File: config.mk
export PLATFORM = sky130hd
export DESIGN_NAME = and_branch_exec_unit
export DESIGN_NICKNAME = d
export VERILOG_FILES = /design/src/and_branch_pkg.sv /design/src/and_branch_exec_unit.sv /design/src/branch_cond_eval.sv
export VERILOG_INCLUDE_DIRS = /design/src
export SDC_FILE = /design/constraint.sdc
export NUM_CORES = 1
export LEC_CHECK = 0
export CAP_MARGIN = 20
export CELL_PAD_IN_SITES_DETAIL_PLACEMENT = 1
export CELL_PAD_IN_SITES_GLOBAL_PLACEMENT = 1
export CORE_UTILIZATION = 51
export CTS_CLUSTER_SIZE = 25
export DETAILED_ROUTE_END_ITERATION = 8
export DONT_BUFFER_PORTS = 1
export PLACE_DENSITY_LB_ADDON = 0.1
export SYNTH_ARGS = -nofsm -noshare
export SYNTH_HDL_FRONTEND = slang
export SYNTH_SLANG_ARGS = --single-unit
File: constraint.sdc
create_clock -name clk_i -period 6 [get_ports clk_i]
set_input_delay 0.9 -clock clk_i [delete_from_list [all_inputs] [get_ports clk_i]]
set_output_delay 0.9 -clock clk_i [all_outputs]
set_load 0.01 [all_outputs]
File: src/and_branch_defines.svh
// Constants of the AND and branch execution unit: opcodes, field positions,
// register offsets and reset values.
// Assumes instructions arrive with instruction bit 0 in bit 31 of the word.
`ifndef AND_BRANCH_DEFINES_SVH
`define AND_BRANCH_DEFINES_SVH

// Primary and extended opcodes.
`define OP_LOGIC_EXT      6'h1F
`define OP_AND_IMM        6'h1C
`define OP_AND_IMM_SHIFT  6'h1D
`define OP_COND_BRANCH    6'h10
`define OP_UNCOND_BRANCH  6'h12
`define XO_AND            10'h01C
`define XO_AND_COMPL      10'h03C

// Instruction field positions, little-endian bit numbers.
`define F_OPCODE_HI       31
`define F_OPCODE_LO       26
`define F_SRC_HI          25
`define F_SRC_LO          21
`define F_DEST_HI         20
`define F_DEST_LO         16
`define F_OPB_HI          15
`define F_OPB_LO          11
`define F_XO_HI           10
`define F_XO_LO           1
`define F_RECORD          0
`define F_ABSOLUTE        1
`define F_LINK            0

// Branch option field bits, little-endian inside the 5-bit field.
`define BO_IGNORE_COND    4
`define BO_COND_SENSE     3
`define BO_NO_DECR        2
`define BO_CTR_ZERO       1

// Condition register bits of the first field and the summary flag.
`define CR_NEG_BIT        31
`define CR_POS_BIT        30
`define CR_ZERO_BIT       29
`define CR_SUMMARY_BIT    28
`define XER_SUMMARY_BIT   31

// Register byte offsets on the bus and status bits.
`define ADR_COND          8'h00
`define ADR_RETURN        8'h04
`define ADR_COUNTER       8'h08
`define ADR_EXCEPTION     8'h0C
`define ADR_STATUS        8'h10
`define ST_TAKEN_BIT      0
`define ST_ILLEGAL_BIT    1

`define SEQ_STEP          32'h0000_0004
`define RESET_WORD        32'h0000_0000

`endif

File: src/and_branch_pkg.sv
// Types shared by the AND and branch execution unit.
// Assumes and_branch_defines.svh is compiled alongside.
`default_nettype none
package and_branch_pkg;

   typedef enum logic [6:0] {
      K_AND    = 7'b000_0001,
      K_ANDC   = 7'b000_0010,
      K_ANDI   = 7'b000_0100,
      K_ANDIS  = 7'b000_1000,
      K_BR     = 7'b001_0000,
      K_BC     = 7'b010_0000,
      K_ILL    = 7'b100_0000
   } inst_kind_t;

   typedef struct packed {
      logic [31:0] cond;
      logic [31:0] ret_addr;
      logic [31:0] counter;
      logic [31:0] exception;
      logic [31:0] nia;
      logic [31:0] wr_data;
      logic [31:0] rd_data;
      logic [4:0]  wr_idx;
      logic        wr_en;
      logic        done;
      logic        taken;
      logic        illegal;
      logic        ack;
   } exec_state_t;

endpackage : and_branch_pkg
`default_nettype wire

File: src/and_branch_exec_unit.sv
// Execution unit for the AND group and the immediate and conditional branches.
// Assumes the sequencer presents one instruction with its operands per issue
// pulse and a classic Wishbone master reaches the special registers.
// Notes on behaviour
// (RULE1) Register AND writes source AND second operand into the destination.
// (RULE2) AND-with-complement inverts the second operand before the AND.
// (RULE3) Record flag set updates first condition field; clear leaves it.
// (RULE4) AND immediate zero-extends the immediate and always records.
// (RULE5) AND immediate shifted puts immediate in upper half and always records.
// (RULE6) Unconditional branch: displacement times four, relative or absolute.
// (RULE7) Conditional branch: displacement times four, relative or absolute.
// (RULE8) Link flag set loads return address with next sequential address.
// (RULE9) Options 16 and 18 decrement counter, branch on non-zero or zero.
// (RULE10) Options 0 and 8: decrement, counter non-zero, bit clear or set.
// (RULE11) Options 2 and 10: decrement, counter zero, bit clear or set.
// (RULE12) Options 4 and 12 test bit clear or set without decrement.
// (RULE13) Select index addresses field n at bit four n plus offset.
// (RULE14) Select index picks the single tested condition bit.
// (RULE15) Test passes if ignore bit set or bit equals sense bit.
// (RULE16) Recording sets sign flags from result, summary from exception register.
// (RULE17) Taken branch presents target; otherwise next address is current plus four.
//
// The address map and register access over Wishbone were chosen for this implementation.
`timescale 1ns/1ns
`default_nettype none
`include "and_branch_defines.svh"

module and_branch_exec_unit
   import and_branch_pkg::*;
#(
   parameter logic [5:0] UNCOND_OPCODE = `OP_UNCOND_BRANCH
) (
   input  wire logic        clk_i,
   input  wire logic        rst_i,
   // Instruction issue from the sequencer.
   input  wire logic        issue_i,
   input  wire logic [31:0] instr_i,
   input  wire logic [31:0] cia_i,
   input  wire logic [31:0] src_data_i,
   input  wire logic [31:0] opb_data_i,
   // Results towards fetch and the register file.
   output logic             done_o,
   output logic             taken_o,
   output logic             illegal_o,
   output logic      [31:0] nia_o,
   output logic             wr_en_o,
   output logic      [4:0]  wr_idx_o,
   output logic      [31:0] wr_data_o,
   // Classic Wishbone slave.
   input  wire logic        wb_cyc_i,
   input  wire logic        wb_stb_i,
   input  wire logic        wb_we_i,
   input  wire logic [31:0] wb_adr_i,
   input  wire logic [3:0]  wb_sel_i,
   input  wire logic [31:0] wb_dat_i,
   output logic      [31:0] wb_dat_o,
   output logic             wb_ack_o
);

   exec_state_t st_q;
   exec_state_t st_d;
   inst_kind_t  kind;
   logic [5:0]  opcode;
   logic [9:0]  xo;
   logic [4:0]  bo;
   logic [4:0]  bi;
   logic        cond_bit;
   logic [31:0] ctr_next;
   logic        bc_pass;
   logic [31:0] and_res;
   logic [31:0] disp;
   logic [31:0] target;
   logic        record;
   logic        bus_req;
   logic        bus_wr_cond;

   function automatic logic [31:0] merge_bytes(input logic [31:0] old_v,
                                               input logic [31:0] new_v,
                                               input logic [3:0]  sel);
      logic [31:0] res;
      res = old_v;
      for (int i = 0; i < 4; i++) begin
         if (sel[i]) begin
            res[i*8 +: 8] = new_v[i*8 +: 8];
         end
      end
      return res;
   endfunction : merge_bytes

   assign opcode = instr_i[`F_OPCODE_HI:`F_OPCODE_LO];
   assign xo     = instr_i[`F_XO_HI:`F_XO_LO];
   assign bo     = instr_i[`F_SRC_HI:`F_SRC_LO];
   assign bi     = instr_i[`F_DEST_HI:`F_DEST_LO];
   // Condition bit 0 is the most significant bit, so field n offset k is bit 4n+k.
   assign cond_bit = st_q.cond[5'd31 - bi]; // [RULE13] [RULE14]

   branch_cond_eval u_cond (
      .bo_i       (bo),
      .cond_bit_i (cond_bit),
      .ctr_i      (st_q.counter),
      .ctr_next_o (ctr_next),
      .pass_o     (bc_pass)
   );

   always_comb begin
      if (opcode == `OP_LOGIC_EXT && xo == `XO_AND) begin
         kind = K_AND;
      end else if (opcode == `OP_LOGIC_EXT && xo == `XO_AND_COMPL) begin
         kind = K_ANDC;
      end else if (opcode == `OP_AND_IMM) begin
         kind = K_ANDI;
      end else if (opcode == `OP_AND_IMM_SHIFT) begin
         kind = K_ANDIS;
      end else if (opcode == UNCOND_OPCODE) begin
         kind = K_BR;
      end else if (opcode == `OP_COND_BRANCH) begin
         kind = K_BC;
      end else begin
         kind = K_ILL;
      end
   end

   assign bus_req     = wb_cyc_i & wb_stb_i & ~st_q.ack;
   assign bus_wr_cond = bus_req & wb_we_i & (wb_adr_i[7:0] == `ADR_COND);

   always_comb begin
      st_d         = st_q;
      st_d.done    = 1'b0;
      st_d.wr_en   = 1'b0;
      st_d.ack     = 1'b0;
      and_res      = `RESET_WORD;
      disp         = `RESET_WORD;
      target       = `RESET_WORD;
      record       = 1'b0;

      // Bus side first, so an instruction in the same cycle overrides it.
      if (bus_req) begin
         st_d.ack = 1'b1;
         if (wb_we_i) begin
            unique case (wb_adr_i[7:0])
               `ADR_COND:      st_d.cond = merge_bytes(st_q.cond, wb_dat_i, wb_sel_i);
               `ADR_RETURN:    st_d.ret_addr = merge_bytes(st_q.ret_addr, wb_dat_i, wb_sel_i);
               `ADR_COUNTER:   st_d.counter = merge_bytes(st_q.counter, wb_dat_i, wb_sel_i);
               `ADR_EXCEPTION: st_d.exception = merge_bytes(st_q.exception, wb_dat_i, wb_sel_i);
               `ADR_STATUS: begin
                  if (wb_sel_i[0] && wb_dat_i[`ST_ILLEGAL_BIT]) begin
                     st_d.illegal = 1'b0;
                  end
               end
               default: st_d.rd_data = st_q.rd_data;
            endcase
         end else begin
            unique case (wb_adr_i[7:0])
               `ADR_COND:      st_d.rd_data = st_q.cond;
               `ADR_RETURN:    st_d.rd_data = st_q.ret_addr;
               `ADR_COUNTER:   st_d.rd_data = st_q.counter;
               `ADR_EXCEPTION: st_d.rd_data = st_q.exception;
               `ADR_STATUS: begin
                  st_d.rd_data = `RESET_WORD;
                  st_d.rd_data[`ST_TAKEN_BIT] = st_q.taken;
                  st_d.rd_data[`ST_ILLEGAL_BIT] = st_q.illegal;
               end
               default: st_d.rd_data = `RESET_WORD;
            endcase
         end
      end

      if (issue_i) begin
         st_d.done   = 1'b1;
         st_d.taken  = 1'b0;
         st_d.nia    = cia_i + `SEQ_STEP; // [RULE17]
         st_d.wr_idx = instr_i[`F_DEST_HI:`F_DEST_LO];
         unique case (kind)
            K_AND: begin
               and_res = src_data_i & opb_data_i; // [RULE1]
               record  = instr_i[`F_RECORD]; // [RULE3]
            end
            K_ANDC: begin
               and_res = src_data_i & ~opb_data_i; // [RULE2]
               record  = instr_i[`F_RECORD]; // [RULE3]
            end
            K_ANDI: begin
               and_res = src_data_i & {16'h0000, instr_i[15:0]}; // [RULE4]
               record  = 1'b1; // [RULE4]
            end
            K_ANDIS: begin
               and_res = src_data_i & {instr_i[15:0], 16'h0000}; // [RULE5]
               record  = 1'b1; // [RULE5]
            end
            K_BR: begin
               disp       = {{6{instr_i[25]}}, instr_i[25:2], 2'b00}; // [RULE6]
               target     = instr_i[`F_ABSOLUTE] ? disp : cia_i + disp; // [RULE6]
               st_d.taken = 1'b1;
               st_d.nia   = target; // [RULE17]
            end
            K_BC: begin
               disp         = {{16{instr_i[15]}}, instr_i[15:2], 2'b00}; // [RULE7]
               target       = instr_i[`F_ABSOLUTE] ? disp : cia_i + disp; // [RULE7]
               st_d.counter = ctr_next; // [RULE9] [RULE10] [RULE11] [RULE12]
               st_d.taken   = bc_pass;
               if (bc_pass) begin
                  st_d.nia = target; // [RULE17]
               end
            end
            K_ILL: begin
               // Unknown opcodes fall through sequentially and raise a sticky flag.
               st_d.illegal = 1'b1;
            end
         endcase
         if (kind == K_AND || kind == K_ANDC || kind == K_ANDI || kind == K_ANDIS) begin
            st_d.wr_en   = 1'b1;
            st_d.wr_data = and_res;
         end
         if (record) begin
            st_d.cond[`CR_NEG_BIT]     = and_res[31]; // [RULE16]
            st_d.cond[`CR_POS_BIT]     = ~and_res[31] & (and_res != `RESET_WORD); // [RULE16]
            st_d.cond[`CR_ZERO_BIT]    = (and_res == `RESET_WORD); // [RULE16]
            st_d.cond[`CR_SUMMARY_BIT] = st_q.exception[`XER_SUMMARY_BIT]; // [RULE16]
         end
         if ((kind == K_BR || kind == K_BC) && instr_i[`F_LINK]) begin
            st_d.ret_addr = cia_i + `SEQ_STEP; // [RULE8]
         end
      end
   end

   always_ff @(posedge clk_i) begin
      if (rst_i) begin
         st_q <= '0;
      end else begin
         st_q <= st_d;
      end
   end

   assign done_o    = st_q.done;
   assign taken_o   = st_q.taken;
   assign illegal_o = st_q.illegal;
   assign nia_o     = st_q.nia;
   assign wr_en_o   = st_q.wr_en;
   assign wr_idx_o  = st_q.wr_idx;
   assign wr_data_o = st_q.wr_data;
   assign wb_dat_o  = st_q.rd_data;
   assign wb_ack_o  = st_q.ack;
endmodule : and_branch_exec_unit
`default_nettype wire

File: src/branch_cond_eval.sv
// Branch condition evaluation: loop counter decrement and condition test.
// Assumes the caller has already picked the tested condition bit.
`timescale 1ns/1ns
`default_nettype none
`include "and_branch_defines.svh"

module branch_cond_eval (
   input  wire logic [4:0]  bo_i,
   input  wire logic        cond_bit_i,
   input  wire logic [31:0] ctr_i,
   output logic      [31:0] ctr_next_o,
   output logic             pass_o
);
   logic [31:0] ctr_dec;
   logic        ctr_ok;
   logic        cond_ok;

   always_comb begin
      ctr_dec    = ctr_i - 32'h0000_0001;
      // A clear no-decrement bit counts down; the counter test uses the new value.
      ctr_next_o = bo_i[`BO_NO_DECR] ? ctr_i : ctr_dec; // [RULE9] [RULE12]
      ctr_ok     = bo_i[`BO_NO_DECR]
                 | ((ctr_dec != 32'h0000_0000) ^ bo_i[`BO_CTR_ZERO]); // [RULE9] [RULE10] [RULE11]
      cond_ok    = bo_i[`BO_IGNORE_COND] | (cond_bit_i == bo_i[`BO_COND_SENSE]); // [RULE15]
      pass_o     = ctr_ok & cond_ok; // [RULE10] [RULE11] [RULE12]
   end

endmodule : branch_cond_eval
`default_nettype wire

Word level (Yosys, flattened, before mapping)
Cells that the tools add are included.
Operators by class
  order comparisons: 1
  bitwise operators: 16
  div/mod/pow operators: 0
  reductions and logical operators: 25
  shift-type cells: 0
  multiplexer cells: 53
  $add $sub $neg: 5
  equal/unequal tests: 20
  multipliers: 0
Operators by type and width (number)
  two-way mux 32 bit: 11
  two-way mux 128 bit: 2
  one-hot mux 32 bit (5 select lines): 1
  two-way mux 8 bit: 16
  one-hot mux 32 bit (4 select lines): 1
  bitwise AND 32 bit: 3
  adder 32 bit: 2
  two-way mux 64 bit: 1
  one-hot mux 32 bit (2 select lines): 1
  nonzero test 32 bit: 2
  two-way mux 7 bit: 6
  adder 32 x 3 -> 32 bit (second input constant): 1
  bitwise AND 32 x 16 -> 32 bit: 1
  logical NOT 32 bit: 1
  inverter 32 bit: 1
  AND reduction 4 bit: 8
  subtractor 32 x 1 -> 32 bit (second input constant): 1
  == test 6 x 5 -> 1 bit (second input constant): 5
  == test 8 x 4 -> 1 bit (second input constant): 2
  == test 10 x 5 -> 1 bit (second input constant): 1
  == test 10 x 6 -> 1 bit (second input constant): 1
  == test 8 x 3 -> 1 bit (second input constant): 1
  == test 8 x 5 -> 1 bit (second input constant): 1
  logical NOT 8 bit: 1
  25 further kinds: 49
Storage, ports and cells
  output and inout bits: 106
  bits in writable memories: 0
  register bits: 234
  bits in read-only memories: 0
  latch bits: 0
  memories: 0
  input bits: 202

Logic depth before layout (Yosys ltp)
Gate-level depths: netlist of run 1.
  depth in word-level cells: 14
  depth in mapped cells: 14

By module
A second synthesis of run 1 with hierarchy kept.
Second synthesis, totals
  cells, all modules: 1992
  area, all modules: 16057.9 µm²
Modules (own cells, without submodules)
  and_branch_exec_unit: times used 1, cells an instance 1844, area an instance 15102.0 µm², sequential area each 4684.5 µm²
  branch_cond_eval: times used 1, cells an instance 148, area an instance 955.9 µm², sequential area each 0.0 µm²

Least setup slack after synthesis of run 1
No wires, ideal clock.
  kind: register to register
  start point: reg st_q[161] (netlist bit)
  end point: reg st_q, in the netlist nia_o[24]
  buffers on the path: 4
  path slack: 2.070 ns
  setup time: 0.137 ns
  arrival time: 3.793 ns
  period minus slack after synthesis: 3.930 ns
  stages on the path, launching flop included: 15
  cell sequence: dfxtp_1 buf_6 or3_1 clkbuf_1 or4b_4 a2111o_1 a2111o_1 a2111oi_4 a21oi_1 or3b_1 buf_2 a21o_1 buf_6 a222oi_1 a211oi_1
On the way
  longest elaborated chain between the ends: 7
Ends and longest elaborated chain
  start, declared: RTL line and_branch_exec_unit.sv:60  | exec_state_t st_q;
  start signal, assigned: RTL line and_branch_exec_unit.sv:230  | st_q <= st_d;
  subtractor 32 x 1 -> 32 bit: RTL line branch_cond_eval.sv:19  | ctr_dec = ctr_i - 32'h0000_0001;
  nonzero test 32 bit: RTL line branch_cond_eval.sv:23  | | ((ctr_dec != 32'h0000_0000) ^ bo_i[`BO_CTR_ZERO]);
  XOR 1 bit: RTL line branch_cond_eval.sv:23
  OR 1 bit: RTL line branch_cond_eval.sv:22  | ctr_ok = bo_i[`BO_NO_DECR]
  bitwise AND 1 bit: RTL line branch_cond_eval.sv:25  | pass_o = ctr_ok & cond_ok;
  two-way mux 32 bit: RTL line and_branch_exec_unit.sv:201  | if (bc_pass) begin
  one-hot mux 32 bit (2 select lines): RTL line and_branch_exec_unit.sv:173  | unique case (kind)
Every way passes these cells.
A chain may end at the register's enable or synchronous reset.

Worst setup path in the final report of run 1
  start point: reg st_q[148] (netlist bit)
  end point: reg st_q, in the netlist nia_o[24]
Same word-level chain as after synthesis.

==> results.cfg, run 1 <==
[run_status]
status = completed

[routing]
drt-total-wl_um = 58700
drtAntennaViolNets = 0
avgViaCountPerCell = 6.61
dr_total_vias = 15400
drtPass1Iterations = 8
drt_iter0_drc = 1357
drc = 0
wl_per_cell_um = 25.1

[synthesis]
ys_seq_area_share_pct = 29.6
synth_top_family_by_area = compound AO/OA/AOI/OAI gates
synthCells = 2107
synthAdderAreaFrac_pct = 3.85
yosys.area_share.simple_pct = 22.5
synth-main-ff-cell = dfxtp_1
yosys.area.top_type = dfxtp_1
synth_fp_nets = 2357
syn_area_um2 = 15800
synth_cell_types = 72
synthMuxAreaShare_pct = 7.05
syn_avg_cell_area_um2 = 7.50
ys_async_sr_fraction_pct = 0
synth_compound_area_share_pct = 22.8
synth_xor_area_share_pct = 5.43
ys_ff_latch = 234
yosys.area.top_type_share_pct = 29.6
synth_area_leaders = dfxtp_1 30%, nor2_1 7.2%, a21oi_1 6.6%
ys_warn_count = 0
synth_edf_count = 0

[timing]
rsz0062_at_grt = false
max_freq_mhz = 202
finClkSkew_ps = 20.4
hold_viol = 0
tightest_slew_ps = 1050
setup_violations = 0
setup_ws_ps = 1060
fin_crit_sh_pct = 82.3
layout_min_cycle_time_ps = 4940
hold_slack_ps = 429
finalSetupTns_ps = 0
relSlewSlack_pct = 29.6
report.final.slew_viol_count = 0

[clocking]
cts-root-buf = clkbuf_16
post_cts_buffers = 0
holdBufCountCts = 0
cts_buffer_depth = 3
path_clk_slew_ps = 60
numCtsBuffers = 27
htreeDepth = 1
insertion_delay_ps = 560
cts_tree = built
ctsResizeCount = 0
cts.sinks = 234

[power]
ir_drop_uv = 206
leakagePower_nw = 5.75
p_per_area_nw_per_um2 = 229

[critical_path]
crit_type = register to register
cp_data_required_time_ps = 6410
crit_fanout = 22
crit_path_start_kind = register
worstPathArrival_ps = 5350
path_cells = nor3_1, and3_1, nand3_1, a2111o_1, nor4_1, a21oi_1, or3b_1, buf_4, a21o_1, a222oi_1, a211oi_1
worst_path_max_delay_cell = nor4_1
cp-end-kind = register
slowest_delay_ps = 680

[global_routing]
grt_pass1_vias = 15000
grt_pass1_wl_um = 88600
grtUsageTotal_pct = 35.9
grt_max_degree = 236
grt_overflow_total = 0
antenna_found_initial = 0

[floorplan]
num_io_pins = 308
rows = 64
die_area_um2 = 31700
start_util_pct = 51.8
die_w_um = 178
die_height_um = 178
core_area_um2 = 30500

[cells_and_area]
final_nets = 2171
fin_area_um2 = 16100
synthToLayoutAreaGrowth_pct = 1.61
drive_above_1_share_pct = 5.21
insertedDiodeCount = 0

[min_path]
hold_path.class = input pin to register

[job]
cap_violations = 0

[place]
place.gp.congestion = 0.908
pre_cts_ws_ps = 1250
portBuffers = 0
hpwl_um = 43400
placement.cell_area_um2 = 15200
==> path summary, 6_finish.rpt <==
check             from           end  slack, ps  depth (start not counted)
max          st_q[148]     nia_o[24]       1060                         11
min              rst_i  wr_data_o[2]        430                          1
max reg2reg  st_q[148]     nia_o[24]       1060                         11
min reg2reg  st_q[210]     st_q[210]        470                          2
==> where the power goes <==
group	internal, mW	switching [mW]	total [mW]
Combinational	0.194	0.266	0.460
Sequential	1.58	0.0288	1.60
Clock	0.922	0.686	1.61
==> metal layers <==
metal | wire length, um | global-route usage [%]
met1 | 24800 | 48.1
met2 | 27000 | 57.5
met4 | 1780 | 11.6
met5 | 0 | 0
met3 | 5080 | 7.29
==> worst max-delay path: cells and delay by family (launching register included) <==
kind | cells | cell delay (ps)
AO/OA/AOI/OAI | 5 | 1880
buffers and inverters | 1 | 230
flip-flops | 1 | 410
AND/OR/NAND/NOR | 5 | 2250
==> cell families after synthesis <==
family	Yosys count
multiplexers	99
flip-flops	234
adder cells (fa/ha/maj)	48
AND/OR/NAND/NOR	803
XOR/XNOR	98
AO/OA/AOI/OAI	562
buffers and inverters	263
==> per-stage QoR <==
| step | power [mW] | util (%) | cells |
|---|---|---|---|
| after floorplan | 2.04 | - | 2107 |
| after global placement | 2.07 | 49.9 | 2287 |
| after detailed placement | 2.09 | 49.9 | 2287 |
| after CTS | 3.69 | 52.6 | 2335 |
| after global routing | 3.80 | 52.7 | 2336 |
| final | 3.67 | 52.7 | 2336 |
==> synth_stat cells, drive strengths merged, types with 20 or more instances <==
library cell,n
nor2,305
nand2,250
dfxtp,234
a21oi,211
buf,118
clkbuf,116
o21ai,110
mux2i,81
nand3,73
xnor2,70
a211oi,47
ha,47
nor3,39
a222oi,36
inv,29
xor2,28
nand4,26
and3,23
nor4,20
==> cells in the final DEF (no fill, tap or decap), types with 9 or more instances in the layout <==
cell type  Yosys  layout
a211oi_1      47      47
a21o_1        18      18
a21oi_1      210     210
a221oi_1      13      13
a222oi_1      36      36
a311oi_1      17      17
a31oi_1       18      18
and2_1         9       9
and3_1        23      23
buf_4        101      18
clkbuf_1     116      10
clkbuf_16      0      27
dfxtp_1      234     234
ha_1          47      47
inv_1         29      29
mux2_2         9       9
mux2i_1       81      81
mux4_2         9       9
nand2_1      250     250
nand2b_1      18      18
nand3_1       73      71
nand4_1       26      26
nor2_1       304     303
nor3_1        39      37
nor4_1        20      19
o211ai_1       9       9
o21ai_0      110     110
o21bai_1      13      13
xnor2_1       70      70
xor2_1        28      28
==> area by class of cell <==
class                   instances  area, um^2
clock buffers                  41         768
clock inverters                 7        71.3
fillers                      3816       14400
inverters                      29         109
multi-input cells            1610        9790
flip-flops and latches        234        4680
well taps                     396         495
repair buffers                 19         146
==> flip-flops by register name, indices dropped and copies added, names as in the netlist <==
register and flops:
st_q 128, nia_o 32, wb_dat_o 32, wr_data_o 32, wr_idx_o 5, done_o 1, illegal_o 1, taken_o 1
wb_ack_o 1, wr_en_o 1
No activity file was read; power rests on OpenSTA's default activity.
==> run 2, diff against run 1 <==
Settings changed: ABC_AREA set to 1, CORE_UTILIZATION 51 to 45.
Clock period 6 ns to 4.9 ns, I/O delays scaled along.
==> results.cfg, run 2 <==
[synthesis]
syn_avg_cell_area_um2 = 6.27
yosys.area.top_type = dfxtp_1
synth_cell_types = 59
ys_ff_latch = 234
synthCells = 2701
yosys.area.top_type_share_pct = 27.7
yosys.cell_count.top_type = nand2_1
synth-main-ff-cell = dfxtp_1
ys_warn_count = 0
ys_seq_area_share_pct = 27.7
synth_area_leaders = dfxtp_1 28%, nand2_1 14%, o21ai_0 7.5%
synth_fp_nets = 2951
synth_edf_count = 0
synthTopCellsByCount = 644 x nand2_1, 315 x nor2_1, 255 x o21ai_0
ys_async_sr_fraction_pct = 0
syn_area_um2 = 16900

[cells_and_area]
fin_area_um2 = 17500
drive_above_1_share_pct = 4.74
insertedDiodeCount = 0
largest_reg_flops = 128
final_nets = 2785
final_cell_mix = 644 x nand2_1, 312 x nor2_1, 255 x o21ai_0
max_flop_register = st_q
fillCellCount = 4983
final_common_cell = nand2_1
fin_cells = 3022
synthToLayoutAreaGrowth_pct = 3.33

[floorplan]
start_util_pct = 46.0
num_io_pins = 308
core_area_um2 = 36800
die_w_um = 196
die_height_um = 196
rows = 70
die_area_um2 = 38400

[clocking]
ctsResizeCount = 0
numCtsBuffers = 28
path_clk_slew_ps = 60
insertion_delay_ps = 590
cts_tree = built
cts-root-buf = clkbuf_16
holdBufCountCts = 0
htreeDepth = 1
cts.sinks = 234
cts_buffer_depth = 3
post_cts_buffers = 0

[critical_path]
crit_fanout = 26
cp-endpoint = nia_o[1]
path_delay_family = simple AND/OR/NAND/NOR gates
crit_path_frequent_cell = nand2_1
worst_path_max_delay_cell = nor3_2
crit_type = register to register
worstPathArrival_ps = 4130
cp-end-kind = register
cp-startpoint = st_q[138]
critical_path_buf_inv_count = 2
crit_path_start_kind = register
rr_endpoint = nia_o[1]
path_cells = inv_2, ha_1, nand3_1, inv_2, nand2_1, nand2_1, nand2_1, nor2_1, nand2_1, nor3_2, nand4_1, nand3_4, nand2_4, nand2_1, nand3_1, nand3_1, nand2_1
rr_worst_depth = 17
cp_data_required_time_ps = 5380
rrSetupSlack_ps = 1250
r2r-start = st_q[138]
slowest_delay_ps = 430
cp.depth = 17

[job]
cap_violations = 0

[power]
power_switching_mw = 1.51
swShare_pct = 29.5
pwr-share-clk_pct = 45.0
ir_drop_uv = 236
intPower_mw = 3.62
power_frac_comb_pct = 16.3
leakagePower_nw = 7.21
p_seq_share_pct = 38.7
p_per_area_nw_per_um2 = 294

[timing]
max_freq_mhz = 274
hold_slack_ps = 223
hold_viol = 0
relSlewSlack_pct = 26.7
layout_min_cycle_time_ps = 3650
fin_crit_sh_pct = 74.4
tightest_slew_ps = 1100
finClkSkew_ps = 45.5
report.final.slew_viol_count = 0
finalSetupTns_ps = 0
setup_violations = 0
rsz0062_at_grt = false

[routing]
drt_iter0_drc = 1334
wl_per_cell_um = 23.5
dr_total_vias = 18200
avgViaCountPerCell = 6.02
drt-total-wl_um = 71200
drtPass1Iterations = 5
drtAntennaViolNets = 0
drc = 0

[place]
place_inst = 2971
hpwl_um = 55200
placement.cell_area_um2 = 16400
place.gp.congestion = 0.944
portBuffers = 0

[min_path]
hold_start = rst_i
hold_path.class = input pin to register
hold-path-cell-count = 1

[global_routing]
grtUsageTotal_pct = 36.3
grt_overflow_total = 0
grt_max_degree = 121
grt_pass1_wl_um = 108000
grt_pass1_vias = 18400
antenna_found_initial = 0

[run_status]
status = completed
==> run 2: cell count changes after synthesis, moves of 16 or more <==
cell / before / now
o21ai_0: 110 / 255
a311oi_1: 17 / 1
nand3_1: 73 / 159
mux2i_1: 81 / 2
a222oi_1: 36 / 0
o22ai_1: 8 / 34
clkbuf_1: 116 / 94
and3_1: 23 / 0
nand2b_1: 18 / 0
o2111ai_1: 1 / 22
nand2_1: 250 / 644
a21oi_1: 210 / 235
inv_1: 29 / 224
xnor2_1: 70 / 21
==> run 2: power by group through the flow <==
stage | sequential, mW | clock, mW | combinational, mW
5_1_grt | 1.99 | 2.42 | 0.926
3_3_place_gp | 2.03 | 0 | 0.793
4_1_cts | 1.99 | 2.33 | 0.823
2_1_floorplan | 1.99 | 0 | 0.668
3_5_place_dp | 2.03 | 0 | 0.817
6_report | 1.99 | 2.31 | 0.837
==> run 2: stage by stage <==
step	util, %	setup WS (ps)	power [mW]
after global routing	47.6	1040	5.33
after CTS	47.5	1310	5.14
after floorplan	-	2160	2.66
after detailed placement	44.7	1010	2.84
after global placement	44.7	1110	2.82
final	47.6	1250	5.14
==> run 2: worst min-delay path by stage <==
stage / endpoint / slack [ps]
final: wb_dat_o[29] / 220
after global routing: wb_dat_o[6] / 200
after CTS: taken_o / 200
after detailed placement: st_q[169] / 480
after global placement: st_q[168] / 480
after floorplan: wb_dat_o[10] / 450
==> run 2: cells by family (layout without fill, tap and decap cells) <==
| logic type | count (synthesis) | count (layout) | synth area share, % |
|---|---|---|---|
| compound gates | 682 | 682 | 23.0 |
| xor+xnor | 44 | 44 | 2.28 |
| fa+ha+maj | 48 | 48 | 3.59 |
| buf+inv | 452 | 305 | 12.5 |
| flops | 234 | 234 | 27.7 |
| mux | 2 | 2 | 0.118 |
| simple gates | 1239 | 1239 | 30.9 |
==> run 2: per-layer routing <==
layer	up-vias	part of all wire, %	wire length, um	GRT usage (%)
met5	-	0	0	0
met4	0	3.9	2800	13.0
met3	136	6.8	4860	6.50
met2	570	48	33800	62.8
met1	8849	42	29700	45.1
li1	8647	-	-	-
==> run 2: final cells by class <==
class,count,area (um^2),share of cell area [%]
Sequential cell,234,4680,26.8
Timing Repair Buffer,19,166,0.951
Clock buffer,36,771,4.41
Tap cell,468,586,3.35
Multi-Input combinational cell,2015,10200,58.0
Inverter,237,890,5.09
Clock inverter,13,243,1.39
